==> src/hdl/icrl_pkg.sv <==
// constants, field layout and carrier types of the serial bus control block
// assumes one 100 MHz system clock and a synchronous active-high reset
package icrl_pkg;

    // register indices on the plain register port
    localparam int ADDR_W = 3;
    localparam logic [ADDR_W-1:0] ADDR_CONTROL = 3'h0;
    localparam logic [ADDR_W-1:0] ADDR_SLAVE = 3'h1;
    localparam logic [ADDR_W-1:0] ADDR_STATUS = 3'h2;
    localparam logic [ADDR_W-1:0] ADDR_CLEAR = 3'h3;
    localparam logic [ADDR_W-1:0] ADDR_ENABLE = 3'h4;
    localparam logic [ADDR_W-1:0] ADDR_RXDATA = 3'h5;
    localparam logic [ADDR_W-1:0] ADDR_TXDATA = 3'h6;

    // serial_bus_control field positions
    localparam int B_MODULE_ON = 15;
    localparam int B_IDLE_HALT = 13;
    localparam int B_CLK_REL = 12;
    localparam int B_ACCEPT_ALL = 11;
    localparam int B_WIDE = 10;
    localparam int B_SLEW_OFF = 9;
    localparam int B_SMB_LEVELS = 8;
    localparam int B_GC_EN = 7;
    localparam int B_STRETCH = 6;
    localparam int B_ACK_DATA = 5;
    localparam int GO_W = 5;
    localparam logic [15:0] CONTROL_RESET = 16'h1000;
    localparam logic [15:0] CONTROL_WMASK = 16'hbfff;
    localparam logic [15:0] MASTER_GO_MASK = 16'h001f;

    // slave_address_reg width and address patterns
    localparam int SADDR_W = 10;
    localparam logic [7:0] GCALL_ADDR = 8'h00;
    localparam logic [4:0] WIDE_PREFIX = 5'h1e;
    localparam logic [3:0] BITS_PER_BYTE = 4'h8;

    // event bits of status, clear and enable registers
    localparam int NUM_EVENTS = 5;
    localparam int EV_ADDR = 0;
    localparam int EV_RX = 1;
    localparam int EV_TX = 2;
    localparam int EV_GCALL = 3;
    localparam int EV_STOP = 4;

    typedef struct packed {
        logic [ADDR_W-1:0] addr;
        logic [15:0] wdata;
        logic wr;
        logic rd;
    } icrl_bus_req_type;

    typedef struct packed {
        logic out;
        logic oe_n;
    } icrl_pin_type;

    typedef enum logic [3:0] {
        S_IDLE, S_ADDR, S_ADDR_ACK, S_ADDR2, S_ADDR2_ACK,
        S_RX, S_RX_ACK, S_TX, S_TX_ACK, S_WAIT_STOP
    } icrl_state_type;

endpackage : icrl_pkg

==> src/hdl/icrl_core.sv <==
// control register and slave engine of the two-wire serial bus block
// assumes open-drain pins resolved outside; port logic owns pins when off
`timescale 1ns/1ps
`default_nettype none
module icrl_core (
    input wire logic clock,
    input wire logic rst,
    input wire icrl_pkg::icrl_bus_req_type bus_req,
    output logic [15:0] bus_rdata,
    input wire logic idle_mode,
    input wire logic scl_in,
    input wire logic sda_in,
    input wire icrl_pkg::icrl_pin_type port_scl,
    input wire icrl_pkg::icrl_pin_type port_sda,
    output icrl_pkg::icrl_pin_type scl_pin,
    output icrl_pkg::icrl_pin_type sda_pin,
    output logic [icrl_pkg::GO_W-1:0] master_go,
    output logic slew_off,
    output logic smbus_levels,
    output logic irq
);
    import icrl_pkg::*;

    typedef struct packed {
        logic [15:0] control;
        logic [SADDR_W-1:0] slave_addr;
        logic [NUM_EVENTS-1:0] status;
        logic [NUM_EVENTS-1:0] enable;
        logic [7:0] rx_data;
        logic [7:0] tx_data;
        logic [15:0] rdata;
        logic [GO_W-1:0] go;
        icrl_state_type state;
        logic [7:0] shift;
        logic [3:0] cnt;
        logic scl_prev;
        logic sda_prev;
        logic sda_hold;
        logic reading;
        logic wide_seen;
        logic acked;
    } icrl_core_state_type;

    icrl_core_state_type q;
    icrl_core_state_type n;
    logic scl_s;
    logic sda_s;
    logic run;
    logic scl_rise;
    logic scl_fall;
    logic start_seen;
    logic stop_seen;
    logic busy;
    logic gc_hit;
    logic addr_hit;
    logic [NUM_EVENTS-1:0] ev;

    // first address byte match for 7-bit or 10-bit addressing
    function automatic logic first_byte_hit(input logic [7:0] b,
        input logic [SADDR_W-1:0] sa, input logic wide,
        input logic wide_seen);
        if (wide) begin
            first_byte_hit = (b[7:3] == WIDE_PREFIX) && (b[2:1] == sa[9:8])
                && (!b[0] || wide_seen);
        end else begin
            first_byte_hit = (b[7:1] == sa[6:0]);
        end
    endfunction : first_byte_hit

    icrl_sync #(
        .WIDTH(2)
    ) u_sync (
        .clock(clock),
        .rst(rst),
        .async_in({scl_in, sda_in}),
        .sync_out({scl_s, sda_s})
    );

    assign run = q.control[B_MODULE_ON]
        && !(q.control[B_IDLE_HALT] && idle_mode);
    assign scl_rise = scl_s && !q.scl_prev;
    assign scl_fall = !scl_s && q.scl_prev;
    assign start_seen = scl_s && q.scl_prev && q.sda_prev && !sda_s;
    assign stop_seen = scl_s && q.scl_prev && !q.sda_prev && sda_s;
    assign busy = (q.state != S_IDLE) && (q.state != S_WAIT_STOP);
    assign gc_hit = q.control[B_GC_EN] && (q.shift == GCALL_ADDR);
    assign addr_hit = q.control[B_ACCEPT_ALL] || gc_hit
        || first_byte_hit(q.shift, q.slave_addr, q.control[B_WIDE],
        q.wide_seen);

    always_comb begin
        n = q;
        ev = '0;
        n.scl_prev = scl_s;
        n.sda_prev = sda_s;
        n.go = '0;
        n.control = q.control & ~MASTER_GO_MASK;
        n.rdata = '0;
        if (bus_req.rd) begin
            case (bus_req.addr)
                ADDR_CONTROL: n.rdata = q.control;
                ADDR_SLAVE: n.rdata = {6'h00, q.slave_addr};
                ADDR_STATUS: n.rdata = {11'h000, q.status};
                ADDR_ENABLE: n.rdata = {11'h000, q.enable};
                ADDR_RXDATA: n.rdata = {8'h00, q.rx_data};
                ADDR_TXDATA: n.rdata = {8'h00, q.tx_data};
                default: n.rdata = '0;
            endcase
        end
        if (bus_req.wr) begin
            case (bus_req.addr)
                ADDR_CONTROL: begin
                    n.control = bus_req.wdata & CONTROL_WMASK;
                    n.go = bus_req.wdata[GO_W-1:0];
                    if (!q.control[B_STRETCH]
                        && !bus_req.wdata[B_CLK_REL]) begin
                        n.control[B_CLK_REL] = q.control[B_CLK_REL];
                    end
                end
                ADDR_SLAVE: n.slave_addr = bus_req.wdata[SADDR_W-1:0];
                ADDR_CLEAR: n.status = q.status
                    & ~bus_req.wdata[NUM_EVENTS-1:0];
                ADDR_ENABLE: n.enable = bus_req.wdata[NUM_EVENTS-1:0];
                ADDR_TXDATA: n.tx_data = bus_req.wdata[7:0];
                default: n.tx_data = q.tx_data;
            endcase
        end
        if (!run) begin
            n.state = S_IDLE;
            n.sda_hold = 1'b0;
            n.wide_seen = 1'b0;
        end else if (stop_seen) begin
            if (q.state != S_IDLE) begin
                ev[EV_STOP] = 1'b1;
            end
            n.state = S_IDLE;
            n.sda_hold = 1'b0;
            n.wide_seen = 1'b0;
        end else if (start_seen) begin
            n.state = S_ADDR;
            n.cnt = '0;
            n.sda_hold = 1'b0;
        end else begin
            case (q.state)
                S_ADDR, S_ADDR2, S_RX: begin
                    if (scl_rise) begin
                        n.shift = {q.shift[6:0], sda_s};
                        n.cnt = q.cnt + 4'h1;
                    end else if (scl_fall && q.cnt == BITS_PER_BYTE) begin
                        n.cnt = '0;
                        if (q.state == S_RX) begin
                            n.rx_data = q.shift;
                            ev[EV_RX] = 1'b1;
                            n.sda_hold = 1'b1;
                            n.state = S_RX_ACK;
                        end else if (q.state == S_ADDR2) begin
                            if (q.control[B_ACCEPT_ALL]
                                || q.shift == q.slave_addr[7:0]) begin
                                n.sda_hold = 1'b1;
                                n.wide_seen = 1'b1;
                                n.state = S_ADDR2_ACK;
                            end else begin
                                n.state = S_WAIT_STOP;
                            end
                        end else if (addr_hit) begin
                            n.sda_hold = 1'b1;
                            n.reading = q.shift[0] && !gc_hit;
                            ev[EV_GCALL] = gc_hit;
                            n.state = S_ADDR_ACK;
                        end else begin
                            n.state = S_WAIT_STOP;
                        end
                    end
                end
                S_ADDR_ACK: begin
                    if (scl_fall) begin
                        n.sda_hold = 1'b0;
                        if (q.reading) begin
                            ev[EV_ADDR] = 1'b1;
                            n.shift = q.tx_data;
                            n.sda_hold = !q.tx_data[7];
                            n.control[B_CLK_REL] = 1'b0;
                            n.state = S_TX;
                        end else if (q.control[B_WIDE]
                            && !q.control[B_ACCEPT_ALL]
                            && q.shift != GCALL_ADDR) begin
                            n.state = S_ADDR2;
                        end else begin
                            ev[EV_ADDR] = 1'b1;
                            n.control[B_CLK_REL] = 1'b0;
                            n.state = S_RX;
                        end
                    end
                end
                S_ADDR2_ACK: begin
                    if (scl_fall) begin
                        ev[EV_ADDR] = 1'b1;
                        n.sda_hold = 1'b0;
                        n.control[B_CLK_REL] = 1'b0;
                        n.state = S_RX;
                    end
                end
                S_RX_ACK: begin
                    if (scl_fall) begin
                        n.sda_hold = 1'b0;
                        if (q.control[B_STRETCH]) begin
                            n.control[B_CLK_REL] = 1'b0;
                        end
                        n.state = S_RX;
                    end
                end
                S_TX: begin
                    if (scl_rise) begin
                        n.cnt = q.cnt + 4'h1;
                    end else if (scl_fall) begin
                        if (q.cnt == BITS_PER_BYTE) begin
                            n.sda_hold = 1'b0;
                            n.cnt = '0;
                            n.state = S_TX_ACK;
                        end else begin
                            n.sda_hold = !q.shift[6];
                            n.shift = {q.shift[6:0], 1'b0};
                        end
                    end
                end
                S_TX_ACK: begin
                    if (scl_rise) begin
                        ev[EV_TX] = 1'b1;
                        n.acked = !sda_s;
                    end else if (scl_fall) begin
                        if (q.acked) begin
                            n.shift = q.tx_data;
                            n.sda_hold = !q.tx_data[7];
                            if (q.control[B_STRETCH]) begin
                                n.control[B_CLK_REL] = 1'b0;
                            end
                            n.state = S_TX;
                        end else begin
                            n.state = S_WAIT_STOP;
                        end
                    end
                end
                S_WAIT_STOP: n.sda_hold = 1'b0;
                default: n.state = S_IDLE;
            endcase
        end
        n.status = n.status | ev;
    end

    always_ff @(posedge clock) begin
        if (rst) begin
            q <= '0;
            q.control <= CONTROL_RESET;
            q.scl_prev <= 1'b1;
            q.sda_prev <= 1'b1;
            q.state <= S_IDLE;
        end else begin
            q <= n;
        end
    end

    always_comb begin
        if (q.control[B_MODULE_ON]) begin
            scl_pin.out = 1'b0;
            scl_pin.oe_n = !(run && busy && !q.control[B_CLK_REL]);
            sda_pin.out = 1'b0;
            sda_pin.oe_n = !(run && q.sda_hold);
        end else begin
            scl_pin = port_scl;
            sda_pin = port_sda;
        end
    end

    assign bus_rdata = q.rdata;
    assign master_go = q.go;
    assign slew_off = q.control[B_SLEW_OFF];
    assign smbus_levels = q.control[B_SMB_LEVELS];
    assign irq = |(q.status & q.enable);
endmodule : icrl_core
`default_nettype wire

==> src/hdl/icrl_sync.sv <==
// two flip-flop synchroniser for pin levels
// assumes the inputs are asynchronous to clock
`timescale 1ns/1ps
`default_nettype none
module icrl_sync #(
    parameter int WIDTH = 2
) (
    input wire logic clock,
    input wire logic rst,
    input wire logic [WIDTH-1:0] async_in,
    output logic [WIDTH-1:0] sync_out
);
    import icrl_pkg::*;

    typedef struct packed {
        logic [WIDTH-1:0] meta;
        logic [WIDTH-1:0] stable;
    } icrl_sync_state_type;

    icrl_sync_state_type q;
    icrl_sync_state_type d;

    always_comb begin
        d.meta = async_in;
        d.stable = q.meta;
    end

    always_ff @(posedge clock) begin
        if (rst) begin
            q <= '1;
        end else begin
            q <= d;
        end
    end

    assign sync_out = q.stable;
endmodule : icrl_sync
`default_nettype wire
==> config.mk <==
export PLATFORM = sky130hd
export DESIGN_NAME = icrl_core
export DESIGN_NICKNAME = d
export VERILOG_FILES = /design/src/hdl/icrl_pkg.sv /design/src/hdl/icrl_core.sv /design/src/hdl/icrl_sync.sv
export SDC_FILE = /design/constraint.sdc
export NUM_CORES = 1
export LEC_CHECK = 0
export BUFFER_PORTS_ARGS = -buffer_cell sky130_fd_sc_hd__buf_2
export CELL_PAD_IN_SITES_DETAIL_PLACEMENT = 0
export CELL_PAD_IN_SITES_GLOBAL_PLACEMENT = 2
export CORE_ASPECT_RATIO = 0.6
export CORE_MARGIN = 10
export CORE_UTILIZATION = 39
export CTS_BUF_LIST = sky130_fd_sc_hd__clkbuf_2
export CTS_CLUSTER_DIAMETER = 100
export DETAILED_ROUTE_END_ITERATION = 6
export GPL_TIMING_DRIVEN = 1
export PLACE_DENSITY_LB_ADDON = 0.1
export SYNTH_ARGS = -nofsm -noshare
export SYNTH_HDL_FRONTEND = slang
export SYNTH_HIERARCHICAL = 1
export SYNTH_SLANG_ARGS = --single-unit
export TNS_END_PERCENT = 20
==> constraint.sdc <==
create_clock -name clock -period 3 [get_ports clock]
set_input_delay 0.3 -clock clock [delete_from_list [all_inputs] [get_ports clock]]
set_output_delay 0.3 -clock clock [all_outputs]
set_load 0.005 [all_outputs]
==> results of run 1 <==
[timing repair]
item,4_1_cts,5_1_grt
setup buffers,0,0
endpoints found under the hold margin,42,0
hold buffers,17,0
[worst max-delay path by stage]
stage,startpoint,endpoint,slack (ns)
6_report,q[18],scl_pin[0],0.39
5_1_grt,q[5],q[12],0.23
4_1_cts,q[18],scl_pin[0],0.37
3_5_place_dp,q[5],q[10],0.51
3_3_place_gp,q[5],q[10],0.66
2_1_floorplan,q[5],q[19],1.06
[Yosys cell counts, drive strengths merged, types with 2 or more instances]
cell	count	area, um^2
dfxtp	92	1840
nand2	92	353
nor2	62	233
a21oi	47	243
buf	38	278
mux2i	28	280
clkbuf	19	71.3
xor2	17	149
nand3	14	70.1
nor2b	12	75.1
and3	11	68.8
inv	10	37.5
o21ai	10	50.1
a22oi	9	67.6
a211oi	8	60.1
and2	8	50.1
mux2	8	90.1
a31oi	7	43.8
nor3	6	41.3
nor4	6	43.8
or2	6	37.5
ha	5	62.6
nand4	5	31.3
a221oi	4	35.0
nand2b	4	25.0
nand3b	4	30.0
o21a	4	30.0
a21o	3	22.5
nor3b	3	22.5
xnor2	3	26.3
a2111oi	2	17.5
a311oi	2	17.5
a41oi	2	17.5
o211ai	2	15.0
o22a	2	17.5
o22ai	2	12.5
o32a	2	20.0
or3b	2	17.5
or4	2	18.8
[cell type report]
class / instances / area, um^2
Timing Repair Buffer: 87 / 558
Tap cell: 165 / 206
Fill cell: 1241 / 6730
Sequential cell: 92 / 1840
Clock inverter: 6 / 63.8
Inverter: 10 / 37.5
Multi-Input combinational cell: 424 / 2580
Clock buffer: 9 / 45.0
[state kept, by name (all words and copies together) (netlist names)]
| signal | cells |
|---|---|
| bus_rdata | 15 |
| u_sync/sync_out | 2 |
| master_go | 5 |
| q | 66 |
| u_sync/d | 2 |
| smbus_levels | 1 |
| slew_off | 1 |
[kinds of logic after synthesis]
logic type	share of synthesized area (%)
simple gates	23.8
buf+inv	8.06
compound gates	17.0
flops	38.4
other cells	0.0781
xor+xnor	3.65
fa+ha+maj	1.30
mux	7.72
[report_power, final]
group / total [mW] / switching, mW / internal, mW
clock: 0.631 / 0.443 / 0.188
combinational: 0.185 / 0.114 / 0.0708
sequential: 1.25 / 0.0146 / 1.24
[layout by cell type, fill, tap and decap left out, types with 4 or more instances in the layout]
cell and count:
dfxtp_1 92, nand2_1 91, nor2_1 62, buf_2 55
a21oi_1 45, mux2i_1 28, xor2_1 17, dlygate4sd3_1 17
buf_4 15, nand3_1 14, nor2b_1 12, and3_1 11
inv_1 10, a22oi_1 9, clkbuf_2 9, and2_1 8
a211oi_1 8, mux2_2 8, a31oi_1 7, o21ai_0 6
or2_1 5, nand4_1 5, nor4_1 5, ha_1 5
nand2b_1 4, nand3b_1 4, o21a_1 4, nor3_1 4
a221oi_1 4, o21ai_1 4
[worst register-to-register path, cell delays in order (launching register included)]
cell	delay, ns
dfxtp_1	0.42
inv_1	0.07
ha_1	0.34
nand2b_1	0.30
o32ai_1	0.27
a22o_1	0.16
o2111a_1	0.55
nor2_1	0.09
a311oi_1	0.27
[per-layer routing]
| layer | part of all wire, % | GRT usage, % |
|---|---|---|
| met1 | 53 | 28.2 |
| met5 | 0 | 0 |
| met4 | 1.1 | 4.29 |
| met3 | 9.8 | 6.36 |
| met2 | 37 | 22.4 |
==> impl_metrics.py, run 1 <==
metrics = {
    "status": {
        "status": "completed",
    },
    "finish": {
        "final_layout_size_suffix_gt1_share_pct": 16.1,
        "postLayoutCoreUtil_pct": 44.2,
        "n_antenna_cell": 0,
        "areaGrowthSynthToFinish_pct": 11.0,
        "design_area_um2": 5330,
        "layout.nets": 659,
        "stdcell_count": 793,
    },
    "place": {
        "place_area_um2": 5050,
        "place_hpwl_um": 11800,
        "place_congestion": 0.901,
        "io_buffers": 55,
        "dp_cells": 761,
        "pre_cts_slack_ns": 0.510,
    },
    "critical_path": {
        "r2r-end": "q[10]",
        "reg2reg_depth": 8,
        "rrSetupSlack_ns": 0.46,
        "crit_buf_inv": 2,
        "cp.depth": 5,
        "cp_cell_sequence": "nor2b_1, buf_4, nor3b_1, o32a_1, buf_2",
        "critical-path-top-delay-family": "simple AND/OR/NAND/NOR gates",
        "arrival_ns": 2.31,
        "start_kind": "flip-flop",
        "slowest_delay_ns": 0.47,
        "cp.required_ns": 2.70,
        "path_class": "reg -> out",
        "crit_fanout": 8,
        "cp-end-kind": "output port",
        "crit_slowest_cell": "dfxtp_1",
        "reg2reg_from": "q[5]",
    },
    "global_routing": {
        "grt_pass1_vias": 4085,
        "antenna_found_initial": 0,
        "grt_max_degree": 67,
        "grt.overflow.total": 0,
        "grt_use_total_pct": 18.2,
        "grt_pass1_wl_um": 24600,
    },
    "floorplanning": {
        "rows": 31,
        "die_w_um": 163,
        "fp.dieArea_um2": 17300,
        "ios": 58,
        "dieHeight_um": 106,
        "start_util_pct": 39.8,
        "core-area_um2": 12100,
    },
    "sta": {
        "period_share_pct": 87.0,
        "slew_headroom_pct": 50.8,
        "fmax_ghz": 0.383,
        "hold_viol": 0,
        "rsz0062_at_grt": "no",
        "finClkSkew_ns": 0.0317,
        "fin_tns_setup_ns": 0,
        "setup_ws_ns": 0.389,
        "setup_viol": 0,
        "period_minus_slack_ns": 2.61,
        "tightest_slew_ns": 0.738,
        "maxSlewViolCount": 0,
        "hold_ws_ns": 0.154,
    },
    "route": {
        "wire_per_inst_um": 20.0,
        "drt_wl_total_um": 15800,
        "via_count": 4273,
        "drt_iter0_drc": 392,
        "ant_nets": 0,
        "firstDrtPassIters": 5,
        "drc": 0,
        "via_per_inst": 5.39,
    },
    "worst_hold_path": {
        "hold_start": "bus_req[14]",
        "min_path_cells": 4,
        "min-delay-path-class": "in -> reg",
        "whs_endpoint": "q[91]",
    },
    "synthesis": {
        "netlist_area_um2": 4800,
        "avgSynthCellArea_um2": 8.23,
        "yosys_warnings": 6,
        "yosysSeqAreaShare_pct": 38.4,
        "synth-main-ff-cell": "dfxtp_1",
        "synth-async-reset-ratio_pct": 0,
        "synth.net_count": 618,
        "synth_edf_count": 0,
        "synth_seq_cells": 92,
        "synth_cells": 583,
        "synth.distinct_cells": 69,
    },
    "clocking": {
        "root_buffer": "clkbuf_2",
        "cts_made_buffers": 9,
        "cts.clk_slew.worst_paths_ns": 0.25,
        "clockBufferDepth": 2,
        "cts_resized": 0,
        "cts_tree": "done",
        "clock_latency_ns": 0.59,
        "cts_max_level": 3,
        "clkSinkCount": 92,
    },
    "power_and_ir_drop": {
        "total_leakage_power_nw": 2.22,
        "p_per_area_nw_per_um2": 389,
        "peakVddDrop_mv": 0.156,
        "design_power_total_mw": 2.07,
    },
    "flow_run": {
        "drv_cap": 0,
    },
}
Note: power is estimated with default switching activity, not from simulation.
==> run 2: changes to the inputs <==
--- a/config.mk
+++ b/config.mk
@@ -6,16 +6,14 @@
 export NUM_CORES = 1
 export LEC_CHECK = 0
 export BUFFER_PORTS_ARGS = -buffer_cell sky130_fd_sc_hd__buf_2
-export CELL_PAD_IN_SITES_DETAIL_PLACEMENT = 0
-export CELL_PAD_IN_SITES_GLOBAL_PLACEMENT = 2
 export CORE_ASPECT_RATIO = 0.6
 export CORE_MARGIN = 10
-export CORE_UTILIZATION = 39
+export CORE_UTILIZATION = 65
 export CTS_BUF_LIST = sky130_fd_sc_hd__clkbuf_2
 export CTS_CLUSTER_DIAMETER = 100
 export DETAILED_ROUTE_END_ITERATION = 6
 export GPL_TIMING_DRIVEN = 1
-export PLACE_DENSITY_LB_ADDON = 0.1
+export PLACE_DENSITY = 0.88
 export SYNTH_ARGS = -nofsm -noshare
 export SYNTH_HDL_FRONTEND = slang
 export SYNTH_HIERARCHICAL = 1
==> impl_metrics.py, run 2 (synthesis results as in run 1) <==
metrics = {
    "global_routing": {
        "grt_max_degree": 67,
        "grt_pass1_vias": 4381,
        "grt.overflow.total": 0,
        "grt_use_total_pct": 26.4,
        "antenna_found_initial": 0,
        "grt_pass1_wl_um": 23400,
    },
    "sta": {
        "fin_tns_setup_ns": 0,
        "tightest_slew_ns": 0.699,
        "period_minus_slack_ns": 2.70,
        "fmax_ghz": 0.370,
        "hold_ws_ns": 0.156,
        "slew_headroom_pct": 53.4,
        "finClkSkew_ns": 0.0294,
        "maxSlewViolCount": 0,
        "hold_viol": 0,
        "period_share_pct": 90.0,
        "setup_viol": 0,
        "rsz0062_at_grt": "no",
    },
    "place": {
        "place_congestion": 0.981,
        "io_buffers": 55,
        "place_hpwl_um": 10700,
    },
    "critical_path": {
        "path_class": "reg -> out",
        "cp-end-kind": "output port",
        "arrival_ns": 2.40,
        "crit_fanout": 18,
        "start_kind": "flip-flop",
        "cp.required_ns": 2.70,
    },
    "status": {
        "status": "completed",
    },
    "finish": {
        "n_antenna_cell": 0,
        "layout.nets": 657,
        "multi_input_area_um2": 2580,
        "final_layout_size_suffix_gt1_share_pct": 15.9,
        "largest_register_ffs": 66,
        "mostFrequentLayoutCell": "dfxtp_1",
        "top_register": "q",
        "layout_common_cells": "dfxtp_1 (92), nand2_1 (91), nor2_1 (62)",
        "regArea_um2": 1840,
        "nFillCells": 547,
        "areaGrowthSynthToFinish_pct": 8.97,
    },
    "route": {
        "via_per_inst": 6.37,
        "drt_iter0_drc": 492,
        "wire_per_inst_um": 20.8,
        "ant_nets": 0,
        "drt_wl_total_um": 14900,
        "drc": 0,
        "via_count": 4573,
        "firstDrtPassIters": 5,
    },
    "clocking": {
        "root_buffer": "clkbuf_2",
        "cts_resized": 0,
        "cts.clk_slew.worst_paths_ns": 0.25,
        "postCtsSetupBuffers": 0,
        "clock_latency_ns": 0.58,
        "cts_tree": "done",
        "cts.hold.buffers_added": 16,
        "clkSinkCount": 92,
        "cts_made_buffers": 9,
        "cts_max_level": 3,
        "clockBufferDepth": 2,
    },
    "power_and_ir_drop": {
        "peakVddDrop_mv": 0.368,
        "p_per_area_nw_per_um2": 397,
        "total_leakage_power_nw": 2.22,
    },
    "worst_hold_path": {
        "min-delay-path-class": "in -> reg",
    },
    "floorplanning": {
        "ios": 58,
        "dieHeight_um": 86.6,
        "fp.dieArea_um2": 11300,
        "start_util_pct": 66.6,
        "die_w_um": 131,
        "core-area_um2": 7210,
        "rows": 24,
    },
    "flow_run": {
        "drv_cap": 0,
    },
}
==> run 2: cell types whose count changed in the layout (fill, tap and decap cells not counted) <==
cell	change
buf_4	-1
clkinv_2	-1
clkinv_1	+1
clkinvlp_4	-1
dlygate4sd3_1	-1
inv_8	+1
clkinv_4	+1
==> run 2: layout make-up <==
| class | count | area share [%] |
|---|---|---|
| Tap cell | 91 | 2.18 |
| Clock inverter | 7 | 1.44 |
| Clock buffer | 9 | 0.861 |
| Sequential cell | 92 | 35.2 |
| Inverter | 10 | 0.718 |
| Timing Repair Buffer | 85 | 10.3 |
| Multi-Input combinational cell | 424 | 49.3 |
==> run 2: through the flow <==
step           power (mW)  instances  worst slack, ns  util, %  area (um^2)
6_report             2.08        718            0.301     72.6         5230
2_1_floorplan        1.37        583             1.06        -         4800
3_3_place_gp         1.42        686            0.625     68.7         4950
3_5_place_dp         1.43        686            0.551     68.7         4950
5_1_grt              2.15        718            0.163     72.6         5230
4_1_cts              2.07        718            0.343     72.6         5230
==> run 2: path summary, 6_finish.rpt <==
kind / startpoint / to / slack [ns] / cells after the start
setup / recovery: q[21] / scl_pin[0] / 0.30 / 5
hold / removal: bus_req[19] / bus_rdata[9] / 0.16 / 2
setup reg to reg: q[21] / q[11] / 0.42 / 6
hold reg to reg: u_sync/d[1] / u_sync/sync_out[1] / 0.45 / 1
==> run 2: per-layer routing <==
metal / track usage (%) / wire length, um
met4: 7.84 / 213
met3: 10.1 / 2210
met1: 36.6 / 6170
met2: 36.8 / 6340
met5: 0 / 0
==> run 2: power by group <==
part           switching (mW)  total, mW  leakage [nW]  internal, mW
clock                   0.449      0.649        0.0735         0.200
sequential             0.0149       1.26         0.743          1.24
combinational           0.107      0.175          1.40        0.0674
total                   0.571       2.08          2.22          1.51
==> run 2: critical path, stage by stage (launching register included) <==
cell and delay, ns:
dfxtp_1 0.58, nor2b_1 0.49, buf_4 0.24, nor3b_1 0.06
o32a_1 0.32, buf_2 0.13
==> run 3: changes to the inputs <==
--- a/config.mk
+++ b/config.mk
@@ -5,6 +5,7 @@
 export SDC_FILE = /design/constraint.sdc
 export NUM_CORES = 1
 export LEC_CHECK = 0
+export ABC_AREA = 1
 export BUFFER_PORTS_ARGS = -buffer_cell sky130_fd_sc_hd__buf_2
 export CORE_ASPECT_RATIO = 0.6
 export CORE_MARGIN = 10
==> impl_metrics.py, run 3 <==
metrics = {
    "sta": {
        "fmax_ghz": 0.408,
        "period_minus_slack_ns": 2.45,
        "period_share_pct": 81.7,
        "finClkSkew_ns": 0.0269,
        "slew_headroom_pct": 53.1,
        "maxSlewViolCount": 0,
        "rsz0062_at_grt": "no",
        "setup_viol": 0,
        "tightest_slew_ns": 0.702,
        "hold_viol": 0,
        "fin_tns_setup_ns": 0,
    },
    "route": {
        "drt_wl_total_um": 14100,
        "drt_iter0_drc": 720,
        "firstDrtPassIters": 7,
        "via_per_inst": 5.68,
        "ant_nets": 0,
        "wire_per_inst_um": 16.9,
        "via_count": 4724,
        "drc": 32,
    },
    "place": {
        "place_congestion": 0.970,
        "io_buffers": 55,
        "place_hpwl_um": 10400,
        "place_area_um2": 4940,
        "dp_cells": 802,
    },
    "floorplanning": {
        "dieHeight_um": 86.3,
        "die_w_um": 130,
        "fp.dieArea_um2": 11300,
        "start_util_pct": 66.3,
        "rows": 24,
        "ios": 58,
        "core-area_um2": 7180,
    },
    "critical_path": {
        "start_kind": "flip-flop",
        "rrSetupSlack_ns": 0.81,
        "cp.required_ns": 2.70,
        "crit_fanout": 7,
        "cp-end-kind": "output port",
        "r2r-end": "q[54]",
        "reg2reg_from": "q[6]",
        "arrival_ns": 2.15,
        "cp-startpoint": "q[18]",
        "path_class": "reg -> out",
        "crit_end": "scl_pin[0]",
        "reg2reg_depth": 10,
    },
    "power_and_ir_drop": {
        "p_int_mw": 1.59,
        "p_switching_mw": 0.589,
        "p_per_area_nw_per_um2": 417,
        "power.share.sequential_pct": 57.7,
        "peakVddDrop_mv": 0.367,
        "swShare_pct": 27.0,
        "total_leakage_power_nw": 2.23,
        "combPwrFrac_pct": 8.8,
        "p_clk_share_pct": 33.5,
    },
    "global_routing": {
        "grt_use_total_pct": 25.0,
        "grt_pass1_wl_um": 22300,
        "antenna_found_initial": 0,
        "grt_pass1_vias": 4369,
        "grt.overflow.total": 0,
        "grt_max_degree": 53,
    },
    "clocking": {
        "root_buffer": "clkbuf_2",
        "clockBufferDepth": 2,
        "cts.clk_slew.worst_paths_ns": 0.26,
        "clock_latency_ns": 0.59,
        "cts_max_level": 3,
        "clkSinkCount": 92,
        "cts_made_buffers": 9,
        "cts_tree": "done",
    },
    "finish": {
        "final_layout_size_suffix_gt1_share_pct": 16.3,
        "largest_register_ffs": 66,
        "stdcell_count": 832,
        "nFillCells": 601,
        "areaGrowthSynthToFinish_pct": 9.78,
        "layout.nets": 771,
        "mostFrequentLayoutCell": "nand2_1",
        "top_register": "q",
        "multi_input_area_um2": 2330,
        "regArea_um2": 1840,
        "n_antenna_cell": 0,
        "layout_common_cells": "nand2_1 (131), dfxtp_1 (92), inv_1 (91)",
        "design_area_um2": 5230,
    },
    "synthesis": {
        "avgSynthCellArea_um2": 6.91,
        "synth-main-ff-cell": "dfxtp_1",
        "synth_edf_count": 0,
        "yosys_warnings": 6,
        "yosysSeqAreaShare_pct": 38.7,
        "synth.distinct_cells": 41,
        "yosysMostFrequentCell": "nand2_1",
        "netlist_area_um2": 4760,
        "synth_top_area_cell": "dfxtp_1",
        "synth.net_count": 724,
        "synth_seq_cells": 92,
        "synthTopCellsByCount": "nand2_1 (131), dfxtp_1 (92), inv_1 (91)",
        "synthDominantCellAreaShare_pct": 38.7,
        "synthTopCellsByArea": "dfxtp_1 (39%), nand2_1 (10%), inv_1 (7.2%)",
        "synth_cells": 689,
        "synth-async-reset-ratio_pct": 0,
    },
    "worst_hold_path": {
        "min-delay-path-class": "in -> reg",
    },
    "status": {
        "status": "finished, violations left",
        "violations": "DRC",
    },
    "flow_run": {
        "drv_cap": 0,
    },
}
run 3: cell families (layout without fill, tap and decap cells):
kind of cell | count (synthesis) | after routing | synth area share, %
AO/OA/AOI/OAI | 152 | 152 | 17.6
adder cells (fa/ha/maj) | 5 | 5 | 1.31
AND/OR/NAND/NOR | 306 | 306 | 29.9
flip-flops | 92 | 92 | 38.7
buffers and inverters | 133 | 185 | 12.4
other | 1 | 1 | 0.0788
run 3: area by class of cell:
type,count,area share (%)
well taps,91,2.18
inverters,99,7.16
multi-input cells,464,44.6
flip-flops and latches,92,35.2
clock inverters,7,1.87
clock buffers,9,0.862
repair buffers,70,8.09
run 3: per-stage QoR:
step	hold slack [ns]	setup WS, ns	util, %	power [mW]
after global routing	0.000490	0.420	72.8	2.26
after CTS	0.00689	0.581	72.8	2.17
after detailed placement	0.393	0.958	68.9	1.45
final	0.0156	0.550	72.8	2.18
after global placement	0.395	1.04	68.9	1.45
after floorplan	0.387	1.39	-	1.38
run 3: power by group through the flow:
stage / registers [mW] / clock network, mW / logic (mW)
CTS: 1.26 / 0.730 / 0.184
floorplan: 1.28 / 0 / 0.106
global route: 1.26 / 0.782 / 0.211
global placement: 1.28 / 0 / 0.166
finish: 1.26 / 0.731 / 0.191
detailed placement: 1.28 / 0 / 0.170
run 3: worst min-delay path by stage:
stage / to / startpoint / cells past startpoint / slack, ns
floorplan: u_sync/sync_out[0] / u_sync/d[0] / 2 / 0.39
global placement: u_sync/sync_out[1] / u_sync/d[1] / 2 / 0.40
detailed placement: u_sync/sync_out[1] / u_sync/d[1] / 2 / 0.39
CTS: q[90] / bus_req[13] / 3 / 0.007
global route: q[86] / bus_req[9] / 3 / 0.0005
finish: q[86] / bus_req[9] / 3 / 0.02
run 3: routing by layer:
layer / GRT usage (%) / wire, um / vias up
met3: 8.48 / 1670 / 26
li1: - / - / 2305
met5: 0 / 0 / -
met1: 36.0 / 6500 / 2141
met4: 5.23 / 178 / 0
met2: 35.1 / 5720 / 252
run 3: critical path, stage by stage, from the launching register on:
cell     delay (ns)
dfxtp_1        0.54
nand2_2        0.12
nor3_1         0.29
inv_1          0.19
a41oi_1        0.26
buf_2          0.17
run 3: what timing repair did:
item                      4_1_cts  5_1_grt
buffers inserted                0        0
hold buffers                   14        0
hold endpoints to repair       14        0
resized for setup               0        0
